**config.mk**
```make
export PLATFORM = sky130hd
export DESIGN_NAME = srir_top
export DESIGN_NICKNAME = d
export VERILOG_FILES = /design/src/rtl/srir_pkg.sv /design/src/rtl/srir_fifo.sv /design/src/rtl/srir_top.sv
export SDC_FILE = /design/constraint.sdc
export NUM_CORES = 1
export LEC_CHECK = 0
export ABC_AREA = 1
export BUFFER_PORTS_ARGS = -buffer_cell sky130_fd_sc_hd__buf_2
export CAP_MARGIN = 20
export CORE_AREA = 2 2 121 212
export DETAILED_ROUTE_END_ITERATION = 16
export DIE_AREA = 0 0 123 214
export SETUP_SLACK_MARGIN = 0.3
export SLEW_MARGIN = 40
export SYNTH_ARGS = -nofsm -noshare
export SYNTH_HDL_FRONTEND = slang
export SYNTH_SLANG_ARGS = --single-unit
```
**constraint.sdc**
```tcl
create_clock -name mclk -period 5.7 [get_ports mclk]
set_input_delay 0.855 -clock mclk [delete_from_list [all_inputs] [get_ports mclk]]
set_output_delay 0.855 -clock mclk [all_outputs]
set_load 0.005 [all_outputs]
```
**src/rtl/srir_pkg.sv**
```systemverilog
/*
 * Package for the service-request indirect register window:
 * host bus offsets, bus modes, field layout and sizes.
 * Assumes an eight-channel controller with one host bus on mclk.
 */
package srir_pkg;

   localparam int NUM_CHAN   = 8;
   localparam int CHAN_W     = 3;
   localparam int DATA_W     = 8;
   localparam int CNT_W      = 4;
   localparam int ADDR_W     = 8;
   localparam int TXF_DEPTH  = 16;

   // Register offsets in the plain 8-bit address map
   localparam logic [ADDR_W-1:0] OFS_RX_BYTE_COUNT = 8'h07;
   localparam logic [ADDR_W-1:0] OFS_RX_DATA       = 8'h78;
   localparam logic [ADDR_W-1:0] OFS_RX_STATUS     = 8'h7A;
   localparam logic [ADDR_W-1:0] OFS_TX_DATA       = 8'h7B;

   localparam logic [DATA_W-1:0] RX_BYTE_COUNT_RST = 8'h00;
   localparam logic [DATA_W-1:0] RD_ZERO           = 8'h00;

   // Bus address layout: plain, shifted with low bit 0, shifted with low bit 1
   typedef enum logic [1:0] {
      SRIR_BUS_PLAIN  = 2'h0,
      SRIR_BUS_MUX_LO = 2'h1,
      SRIR_BUS_MUX_HI = 2'h2
   } srir_bus_mode_t;

   localparam int TXF_W = DATA_W + CHAN_W;

endpackage

```
**src/rtl/srir_fifo.sv**
```systemverilog
/*
 * Small synchronous FIFO with valid/ready on both sides.
 * Assumes a single clock and an asynchronous active-high reset.
 */
`timescale 1ns/1ns
module srir_fifo #(
   parameter int WIDTH = 11,
   parameter int DEPTH = 16
) (
   input  wire logic             mclk,
   input  wire logic             rst,
   input  wire logic             in_valid,
   output      logic             in_ready,
   input  wire logic [WIDTH-1:0] in_data,
   output      logic             out_valid,
   input  wire logic             out_ready,
   output      logic [WIDTH-1:0] out_data
);

   localparam int PW = $clog2(DEPTH);

   logic [WIDTH-1:0] mem_r [DEPTH];
   logic [PW-1:0]    wr_ptr_r;
   logic [PW-1:0]    wr_ptr_nxt;
   logic [PW-1:0]    rd_ptr_r;
   logic [PW-1:0]    rd_ptr_nxt;
   logic [PW:0]      fill_r;
   logic [PW:0]      fill_nxt;
   logic             push;
   logic             pop;

   function automatic logic [PW-1:0] ptr_inc(input logic [PW-1:0] p);
      ptr_inc = (p == PW'(DEPTH - 1)) ? '0 : p + PW'(1);
   endfunction

   assign in_ready  = (fill_r != (PW+1)'(DEPTH));
   assign out_valid = (fill_r != '0);
   assign push      = in_valid && in_ready;
   assign pop       = out_valid && out_ready;
   assign out_data  = mem_r[rd_ptr_r];

   always_comb begin
      wr_ptr_nxt = push ? ptr_inc(wr_ptr_r) : wr_ptr_r;
      rd_ptr_nxt = pop ? ptr_inc(rd_ptr_r) : rd_ptr_r;
      fill_nxt   = fill_r;
      if (push && !pop) begin
         fill_nxt = fill_r + (PW+1)'(1);
      end else if (pop && !push) begin
         fill_nxt = fill_r - (PW+1)'(1);
      end
   end

   always_ff @(posedge mclk or posedge rst) begin
      if (rst) begin
         wr_ptr_r <= '0;
         rd_ptr_r <= '0;
         fill_r   <= '0;
      end else begin
         wr_ptr_r <= wr_ptr_nxt;
         rd_ptr_r <= rd_ptr_nxt;
         fill_r   <= fill_nxt;
      end
   end

   // Storage needs no reset; reads are gated by out_valid
   always_ff @(posedge mclk) begin
      if (push) begin
         mem_r[wr_ptr_r] <= in_data;
      end
   end

endmodule

```
**src/rtl/srir_top.sv**
```systemverilog
/*
 * Service-request indirect register window of the host interface.
 * Assumes host strobes and channel FIFO signals are on mclk, and that
 * channel logic presents every channel's FIFO heads and counts in parallel.
 */
`timescale 1ns/1ns
module srir_top #(
   parameter int NUM_CHAN  = srir_pkg::NUM_CHAN,
   parameter int TXF_DEPTH = srir_pkg::TXF_DEPTH
) (
   input  wire logic                                     mclk,
   input  wire logic                                     rst,
   input  wire logic [1:0]                               bus_mode,
   input  wire logic                                     host_cs,
   input  wire logic                                     host_rd,
   input  wire logic                                     host_wr,
   input  wire logic [srir_pkg::ADDR_W-1:0]              host_addr,
   input  wire logic [srir_pkg::DATA_W-1:0]              host_wdata,
   output      logic                                     host_rdy,
   output      logic [srir_pkg::DATA_W-1:0]              host_rdata,
   output      logic                                     host_rvalid,
   input  wire logic                                     svc_active,
   input  wire logic [srir_pkg::CHAN_W-1:0]              svc_chan,
   input  wire logic [srir_pkg::CHAN_W-1:0]              chan_access,
   input  wire logic [NUM_CHAN*srir_pkg::DATA_W-1:0]     rx_data_vec,
   input  wire logic [NUM_CHAN*srir_pkg::DATA_W-1:0]     rx_stat_vec,
   input  wire logic [NUM_CHAN*srir_pkg::CNT_W-1:0]      rx_cnt_vec,
   output      logic                                     rx_data_pop,
   output      logic                                     rx_stat_pop,
   output      logic [srir_pkg::CHAN_W-1:0]              rx_pop_chan,
   output      logic                                     tx_valid,
   input  wire logic                                     tx_ready,
   output      logic [srir_pkg::DATA_W-1:0]              tx_data,
   output      logic [srir_pkg::CHAN_W-1:0]              tx_chan
);

   localparam int DW = srir_pkg::DATA_W;
   localparam int CW = srir_pkg::CHAN_W;
   localparam int NW = srir_pkg::CNT_W;

   // One-hot target of the current host address; NONE keeps the decode total
   typedef enum logic [4:0] {
      SRIR_SEL_NONE = 5'h01,
      SRIR_SEL_CNT  = 5'h02,
      SRIR_SEL_RXD  = 5'h04,
      SRIR_SEL_RXS  = 5'h08,
      SRIR_SEL_TXD  = 5'h10
   } srir_sel_t;

   logic [DW-1:0]           rdata_r;
   logic [DW-1:0]           rdata_nxt;
   logic                    rvalid_r;
   logic                    rvalid_nxt;
   logic [CW-1:0]           ctx_chan;
   srir_sel_t               sel;
   logic                    rd_take;
   logic                    wr_req;
   logic                    hit_rxd;
   logic                    hit_rxs;
   logic                    hit_txd;
   logic                    txf_in_valid;
   logic                    txf_in_ready;
   logic [srir_pkg::TXF_W-1:0] txf_out;
   logic [DW-1:0]           ctx_rx_data;
   logic [DW-1:0]           ctx_rx_stat;
   logic [NW-1:0]           ctx_rx_cnt;
   logic                    unused_chan_access;

   // Place a plain offset onto the bus address layout in use
   function automatic logic [srir_pkg::ADDR_W-1:0] bus_addr(
      input logic [1:0]                  mode,
      input logic [srir_pkg::ADDR_W-1:0] ofs
   );
      case (mode)
         srir_pkg::SRIR_BUS_MUX_LO: bus_addr = {ofs[srir_pkg::ADDR_W-2:0], 1'b0};
         srir_pkg::SRIR_BUS_MUX_HI: bus_addr = {ofs[srir_pkg::ADDR_W-2:0], 1'b1};
         default:                   bus_addr = ofs;
      endcase
   endfunction

   // One address, at most one target; first match wins
   function automatic srir_sel_t win_decode(
      input logic [1:0]                  mode,
      input logic [srir_pkg::ADDR_W-1:0] addr
   );
      if (addr == bus_addr(mode, srir_pkg::OFS_RX_BYTE_COUNT)) begin
         win_decode = SRIR_SEL_CNT;
      end else if (addr == bus_addr(mode, srir_pkg::OFS_RX_DATA)) begin
         win_decode = SRIR_SEL_RXD;
      end else if (addr == bus_addr(mode, srir_pkg::OFS_RX_STATUS)) begin
         win_decode = SRIR_SEL_RXS;
      end else if (addr == bus_addr(mode, srir_pkg::OFS_TX_DATA)) begin
         win_decode = SRIR_SEL_TXD;
      end else begin
         win_decode = SRIR_SEL_NONE;
      end
   endfunction

   // One channel's byte out of a flat per-channel vector
   function automatic logic [DW-1:0] chan_byte(
      input logic [NUM_CHAN*DW-1:0] vec,
      input logic [CW-1:0]          ch
   );
      chan_byte = vec[ch*DW +: DW];
   endfunction

   // Same for the four-bit count fields
   function automatic logic [NW-1:0] chan_nib(
      input logic [NUM_CHAN*NW-1:0] vec,
      input logic [CW-1:0]          ch
   );
      chan_nib = vec[ch*NW +: NW];
   endfunction

   // Context switch: only the interrupting channel is visible
   assign ctx_chan           = svc_chan;
   assign unused_chan_access = ^chan_access;

   // Pointer decode of the selected channel's FIFO heads, nothing stored
   assign ctx_rx_data = chan_byte(rx_data_vec, ctx_chan);
   assign ctx_rx_stat = chan_byte(rx_stat_vec, ctx_chan);
   assign ctx_rx_cnt  = chan_nib(rx_cnt_vec, ctx_chan);

   // Address match against the active layout
   assign sel     = win_decode(bus_mode, host_addr);
   assign hit_rxd = (sel == SRIR_SEL_RXD);
   assign hit_rxs = (sel == SRIR_SEL_RXS);
   assign hit_txd = (sel == SRIR_SEL_TXD);

   assign rd_take = host_cs && host_rd && !host_wr;
   assign wr_req  = host_cs && host_wr && !host_rd;

   // Writes to the count and receive windows fall through unused
   // Window is dead outside a service routine; host must keep away
   assign txf_in_valid = wr_req && hit_txd && svc_active;

   // Stall a host write to the transmit window while the transmit buffer is full
   assign host_rdy = !(txf_in_valid && !txf_in_ready);

   // Reads of unmapped offsets and of a dead window answer zero
   always_comb begin
      rdata_nxt  = srir_pkg::RD_ZERO;
      rvalid_nxt = rd_take;
      if (rd_take && svc_active) begin
         case (sel)
            SRIR_SEL_CNT: begin
               // Upper nibble forced to zero
               rdata_nxt = {{(DW-NW){1'b0}}, ctx_rx_cnt};
            end
            SRIR_SEL_RXD: begin
               rdata_nxt = ctx_rx_data;
            end
            SRIR_SEL_RXS: begin
               rdata_nxt = ctx_rx_stat;
            end
            SRIR_SEL_TXD: begin
               // Transmit window is write-only; a read gives zero
               rdata_nxt = srir_pkg::RD_ZERO;
            end
            default: begin
               rdata_nxt = srir_pkg::RD_ZERO;
            end
         endcase
      end
   end

   always_ff @(posedge mclk or posedge rst) begin
      if (rst) begin
         rdata_r  <= srir_pkg::RX_BYTE_COUNT_RST;
         rvalid_r <= 1'b0;
      end else begin
         rdata_r  <= rdata_nxt;
         rvalid_r <= rvalid_nxt;
      end
   end

   assign host_rdata  = rdata_r;
   assign host_rvalid = rvalid_r;

   // Pop on the edge that takes the read, so the next read already sees the
   // following head; a pop one cycle late would hand out one byte twice
   always_comb begin
      rx_data_pop = 1'b0;
      rx_stat_pop = 1'b0;
      if (rd_take && svc_active) begin
         rx_data_pop = hit_rxd;
         rx_stat_pop = hit_rxs;
      end
   end

   // Channel tag is the live context; meaningful only with a pop
   assign rx_pop_chan = ctx_chan;

   // Transmit bytes tagged with their channel so a late drain stays correct
   srir_fifo #(
      .WIDTH (srir_pkg::TXF_W),
      .DEPTH (TXF_DEPTH)
   ) u_txf (
      .mclk      (mclk),
      .rst       (rst),
      .in_valid  (txf_in_valid),
      .in_ready  (txf_in_ready),
      .in_data   ({ctx_chan, host_wdata}),
      .out_valid (tx_valid),
      .out_ready (tx_ready),
      .out_data  (txf_out)
   );

   assign tx_data = txf_out[DW-1:0];
   assign tx_chan = txf_out[srir_pkg::TXF_W-1:DW];

endmodule
```
==> flow_summary_export.csv, run 1 <==
group,metric,value,unit
outcome,status,"complete, no violations",
logic_synthesis,netlist_area,0.00974,mm^2
global_routing,grt_overflow,0,
detailed_routing,antenna_left,0,
logic_synthesis,seq_area_frac_synth,59.9,%
placed_design,hpwl,19100,um
global_routing,grt_max_degree,91,
critical_path,crit_path_end_kind,"output port",
pwr,p_sw,1.38,mW
logic_synthesis,yosysWarnings,0,
clock_network,cts-resized-gates,0,
clock_network,clk_latency,430,ps
logic_synthesis,ys_seq_elements,198,
sta,clock_skew,9.66,ps
logic_synthesis,synth_edf_count,176,
placed_design,io_buffers,214,
layout,area_delta_synth_final,19.6,%
sta,post-route-min-period,3470,ps
global_routing,grt_first_pass_wirelength,42100,um
logic_synthesis,synth_cell_types,41,
detailed_routing,wl_per_cell,18.5,um
sta,finalSetupViolations,0,
sta,max_slew_margin,48.9,%
layout,n_antenna_cell,0,
pwr,pwr-share-clk,29.4,%
logic_synthesis,synth_xor_area_share,0.360,%
global_routing,grt.total_usage,21.2,%
critical_path,crit_required,4850,ps
clock_network,clk_pin_slew,70,ps
clock_network,clk_path_buf_depth,2,
layout,fillCellCount,2346,
placed_design,gp_congestion,0.863,
detailed_routing,wirelength,27500,um
sta,whs,458,ps
pwr,leakage,4.65,nW
logic_synthesis,syn_nets,1180,
critical_path,critical_path_class,"primary input to output port",
logic_synthesis,synthAdderAreaFrac,1.62,%
sta,finalHoldViolations,0,
critical_path,cp_max_fo,74,
detailed_routing,route.detailed.drc,0,
pwr,intPower,2.77,mW
die,core_area,0.0245,mm^2
global_routing,antenna_found_initial,0,
layout,ff_latch_area,0.00584,mm^2
sta,tns,0,ps
die,start_util,39.7,%
critical_path,cp_data_arrival_time,2610,ps
logic_synthesis,async_flop_share,11.1,%
pwr,p_per_area,356,mW/mm^2
layout,multi_input_area,0.00346,mm^2
sta,tightestPinTransition,767,ps
layout,drive_above_1_share,24.3,%
die,ios,218,
detailed_routing,drtPass1Iterations,5,
pwr,ir_worst_vdd,215,uV
die,die_x,123,um
global_routing,first_global_vias,7985,
detailed_routing,routed_via_density,5.38,
sta,final_max_slew_viol_count,0,
pwr,p_comb_share,29.2,%
clock_network,postCtsHoldBufs,0,
die,dieHeight,214,um
logic_synthesis,synth_top_family_by_area,"simple AND/OR/NAND/NOR gates",
logic_synthesis,yosys-mux-area-fraction,1.75,%
logic_synthesis,synth_cells,977,
critical_path,critPathLaunchType,"primary input",
detailed_routing,drtIter0Drc,453,
clock_network,cts_root_buf,"clkbuf_16",
logic_synthesis,synth_compound_area_share,10.3,%
sta,min_period_over_period,60.8,%
clock_network,post_cts_buffers,0,
die,rows,76,
clock_network,cts_tree,"done",
pwr,p_seq_share,41.4,%
pwr,switching_share,33.4,%
sta,rsz0062_at_grt,"false",
job,cap_violations,0,
layout,num-nets-final,1364,
clock_network,htreeDepth,4,
clock_network,clkSinkCount,198,
logic_synthesis,avgSynthCellArea,9.97,um^2
clock_network,cts-buffers-inserted,17,
die,design.die.area,0.0263,mm^2
logic_synthesis,synth_simple_gate_area_share,21.3,%
hold_path,min_path_type,"primary input to async pin",
sta,max_clock_freq,289,MHz
logic_synthesis,ys.flop_type,"edfxtp_1",
detailed_routing,num_vias,7989,
-- power by group through the flow --
stage	combinational (mW)	clock (mW)	sequential, mW
3_3_place_gp	1.22	0	1.74
4_1_cts	1.24	1.24	1.72
5_1_grt	1.36	1.30	1.73
2_1_floorplan	0.850	0	1.67
3_5_place_dp	1.23	0	1.75
6_report	1.21	1.22	1.72
-- final cells by class --
cell class,count,share of cell area [%]
Clock buffer,18,3.68
Sequential cell,198,50.1
Clock inverter,14,1.50
Inverter,39,1.28
Tap cell,312,3.35
Multi-Input combinational cell,674,29.7
Timing Repair Buffer,231,10.3
-- registers in the layout (all words and copies together), names as in the netlist --
register	cells
host_rdata	8
host_rvalid	1
u_txf.wr_ptr_r	4
u_txf.mem_r	176
u_txf.rd_ptr_r	4
u_txf.fill_r	5
-- routing by layer --
metal / vias to the layer above / routed length, um / global-route usage, %
li1: 3849 / - / -
met1: 3767 / 10000 / 22.6
met2: 316 / 14900 / 39.2
met3: 57 / 1440 / 3.43
met4: 0 / 1160 / 10.5
met5: - / 0 / 0
-- cell usage in the layout, fill, tap and decap left out, types with 2 or more instances in the layout --
cell,n
buf_2,214
o32ai_1,27
nor4_1,3
inv_1,32
clkinv_4,3
edfxtp_1,176
a21o_1,2
clkbuf_16,17
a32oi_1,2
clkinv_2,2
o21ai_1,3
buf_4,16
xor2_1,3
a32o_1,2
nor2_1,131
dfrtp_1,20
nor2_4,2
a21oi_1,13
o211ai_1,8
nor2_2,6
bufinv_16,3
nor3_1,3
nand2_1,193
ha_1,11
nand4_1,2
mux2i_1,17
o21ai_0,64
inv_2,6
a21oi_2,3
nand3_1,144
inv_6,3
o221ai_1,21
a31oi_1,5
-- synth_stat cells, drive strengths merged (17+ instances only) --
| library cell | count | area, um^2 |
|---|---|---|
| nand3 | 145 | 731 |
| dfrtp | 22 | 551 |
| o21ai | 67 | 335 |
| inv | 38 | 143 |
| buf | 28 | 175 |
| nand2 | 194 | 731 |
| o32ai | 27 | 236 |
| edfxtp | 176 | 5290 |
| clkbuf | 38 | 143 |
| o221ai | 21 | 184 |
| mux2i | 17 | 170 |
| nor2 | 140 | 552 |
-- per-stage QoR --
stage / setup WS [ps] / utilization, % / cell area, um^2 / std cells / power, mW
2_1_floorplan: 2290 / - / 9740 / 977 / 2.52
3_3_place_gp: 1850 / 44.9 / 11000 / 1454 / 2.96
3_5_place_dp: 1800 / 45.0 / 11000 / 1454 / 2.98
4_1_cts: 2120 / 47.4 / 11600 / 1486 / 4.20
5_1_grt: 1930 / 47.5 / 11600 / 1486 / 4.39
6_report: 2230 / 47.5 / 11600 / 1486 / 4.15
-- final timing paths --
kind	from	end	slack (ps)	cells after the start
hold reg to reg	u_txf.fill_r[2]$_DFFE_PP0P_	u_txf.fill_r[2]$_DFFE_PP0P_	530	2
hold / removal	rst	host_rdata[5]$_DFF_PP0_	460	2
setup / recovery	bus_mode[0]	rx_stat_pop	2230	11
setup reg to reg	u_txf.fill_r[0]$_DFFE_PP0P_	u_txf.fill_r[4]$_DFFE_PP0P_	2730	12
min in group mclk	u_txf.fill_r[2]$_DFFE_PP0P_	u_txf.fill_r[2]$_DFFE_PP0P_	530	2
max in group asynchronous	rst	u_txf.rd_ptr_r[1]$_DFFE_PP0P_	4850	2
-- worst max-delay path, cell delays in order --
cell and delay, ps:
buf_2 90, inv_1 40, ha_1 390, inv_2 60
nand2_1 70, nand2_2 80, nor2_8 220, nand3_2 110
buf_4 360, nor2_1 170, buf_2 130
-- kinds of logic after synthesis --
kind of cell / after synthesis
flops: 198
xor+xnor: 4
fa+ha+maj: 12
buf+inv: 105
compound gates: 151
mux: 17
simple gates: 490
Note: power is estimated with default switching activity, not from simulation.
==> inputs of run 2 (changes only) <==
- clock period: 5.7 -> 3.25 ns (I/O delays scaled with it)
==> run 2 against run 1 <==
  * Final area increased by 2.0%
  * Utilization increased by 0.94 points
  * Setup slack worse by 1900 ps
  * Sequential share of layout area shrank 0.97 points
  * Combinational power rose by 89%
  * Clock power up 72%
  * Die area unchanged
  * Worst hold slack lost 350 ps
  * Count of clock-buffer cells in the layout unchanged
  * Global-route usage up 0.80 points
  * Register-to-register slack got worse by 2100 ps
  * Critical path type is now register to output port
  * Largest power group unchanged
==> flow_summary_export.csv, run 2 (same netlist as run 1, synthesis figures left out) <==
group,metric,value,unit
global_routing,antenna_found_initial,0,
clock_network,cts_tree,"done",
detailed_routing,antenna_left,0,
layout,fillCellCount,2335,
layout,final_cell_mix,"214 x buf_2, 193 x nand2_1, 176 x edfxtp_1, 144 x nand3_1, 137 x nor2_1",
detailed_routing,wirelength,28300,um
placed_design,post_dp_cell_area,0.0113,mm^2
sta,finalSetupViolations,0,
sta,whs,107,ps
placed_design,gp_congestion,0.891,
critical_path,reg2regPathDepth,13,
critical_path,crit_required,2760,ps
critical_path,path_cells,"buf_4, nor2_1, o32ai_1, nand2_1, nand3_1, buf_2",
pwr,ir_worst_vdd,494,uV
layout,largest_reg_flops,176,
sta,max_slew_margin,45.7,%
detailed_routing,route.detailed.drc,0,
global_routing,use_met2,40.2,%
die,core_area,0.0245,mm^2
clock_network,clkSinkCount,198,
sta,rsz0062_at_grt,"false",
global_routing,grt_first_pass_wirelength,43300,um
pwr,leakage,4.78,nW
placed_design,hpwl,20100,um
critical_path,crit_path_end_kind,"output port",
sta,post-route-min-period,2880,ps
clock_network,cts_root_buf,"clkbuf_16",
global_routing,grtUsageMet1,23.8,%
sta,clock_skew,6.27,ps
layout,final_common_cell,"buf_2",
global_routing,use_met3,3.49,%
detailed_routing,wl_per_cell,18.7,um
hold_path,min_path_type,"primary input to async pin",
clock_network,clk_path_buf_depth,2,
clock_network,postCtsHoldBufs,0,
job,cap_violations,0,
critical_path,cp_data_arrival_time,2390,ps
global_routing,first_global_vias,8079,
die,rows,76,
detailed_routing,drtPass1Iterations,5,
clock_network,clk_pin_slew,60,ps
critical_path,cp_slowest_stage_delay,580,ps
die,design.die.area,0.0263,mm^2
die,dieHeight,214,um
detailed_routing,num_vias,8085,
sta,tns,0,ps
sta,tightestPinTransition,814,ps
layout,ff_latch_area,0.00584,mm^2
layout,area_delta_synth_final,21.9,%
die,ios,218,
sta,max_clock_freq,347,MHz
layout,num-nets-final,1391,
sta,final_max_slew_viol_count,0,
sta,layout_setup_ws,369,ps
layout,design_area,0.0119,mm^2
global_routing,top_usage_layer,"met2",
layout,n_antenna_cell,0,
sta,finalHoldViolations,0,
critical_path,critical_path_class,"register to output port",
critical_path,critPathLaunchType,"register",
clock_network,htreeDepth,4,
global_routing,grt.total_usage,22.0,%
die,die_x,123,um
outcome,status,"complete, no violations",
global_routing,grt_overflow,0,
pwr,p_per_area,624,mW/mm^2
global_routing,grt_max_degree,56,
critical_path,cp_max_fo,34,
sta,min_period_over_period,88.7,%
placed_design,io_buffers,214,
layout,drive_above_1_share,25.5,%
die,start_util,39.7,%
placed_design,place_ws,30.7,ps
clock_network,clk_latency,430,ps
critical_path,cpMaxStageDelayCell,"dfrtp_4",
detailed_routing,drtIter0Drc,621,
clock_network,cts-buffers-inserted,17,
layout,multi_input_area,0.00347,mm^2
layout,regMostFlops,"u_txf.mem_r",
detailed_routing,routed_via_density,5.35,
## run 2: worst max-delay path, delay by kind of cell, from the launching register on
family,cells,cell delay [ps]
and+or+nand+nor,3,380
buffers and inverters,2,530
AOI/OAI and AO/OA,1,460
DFF,1,580
## run 2: metal layers
| layer | vias up | routed length, um |
|---|---|---|
| met5 | - | 0 |
| met4 | 0 | 1260 |
| met3 | 56 | 1340 |
| met2 | 302 | 15400 |
| met1 | 3828 | 10300 |
| li1 | 3899 | - |
## run 2: final timing paths
check | from | endpoint | slack (ps)
min in group mclk | host_wr | host_rvalid$_DFF_PP0_ | 230
worst min register to register | u_txf.fill_r[2]$_DFFE_PP0P_ | u_txf.fill_r[2]$_DFFE_PP0P_ | 520
max in group asynchronous | rst | u_txf.rd_ptr_r[0]$_DFFE_PP0P_ | 2700
worst max register to register | u_txf.fill_r[0]$_DFFE_PP0P_ | u_txf.fill_r[4]$_DFFE_PP0P_ | 600
worst max-delay path | u_txf.rd_ptr_r[0]$_DFFE_PP0P_ | tx_chan[0] | 370
worst min-delay path | rst | host_rvalid$_DFF_PP0_ | 110
## run 2: where the power goes
part	total [mW]	switching, mW	internal, mW
Sequential	3.01	0.182	2.83
Combinational	2.29	1.39	0.903
Clock	2.10	0.898	1.20
## run 2: per-stage QoR
stage | std cells | utilization, % | power [mW]
4_1_cts | 1511 | 48.4 | 7.48
3_5_place_dp | 1481 | 46.0 | 5.38
3_3_place_gp | 1481 | 46.0 | 5.36
2_1_floorplan | 977 | - | 4.41
5_1_grt | 1511 | 48.4 | 7.81
6_report | 1511 | 48.4 | 7.41
## run 2: repair_timing
action	CTS	global route
setup buffers	0	0
endpoints found under the setup margin	6	11
pin swaps	0	0
gates resized for setup	2	4
## run 2: area by class of cell
class	count	area share, %
clock inverter	12	1.30
sequential	198	49.2
inverter	39	1.25
multi-input combinational	674	29.2
tap	312	3.29
clock buffer	18	3.61
timing repair buffer	258	12.1
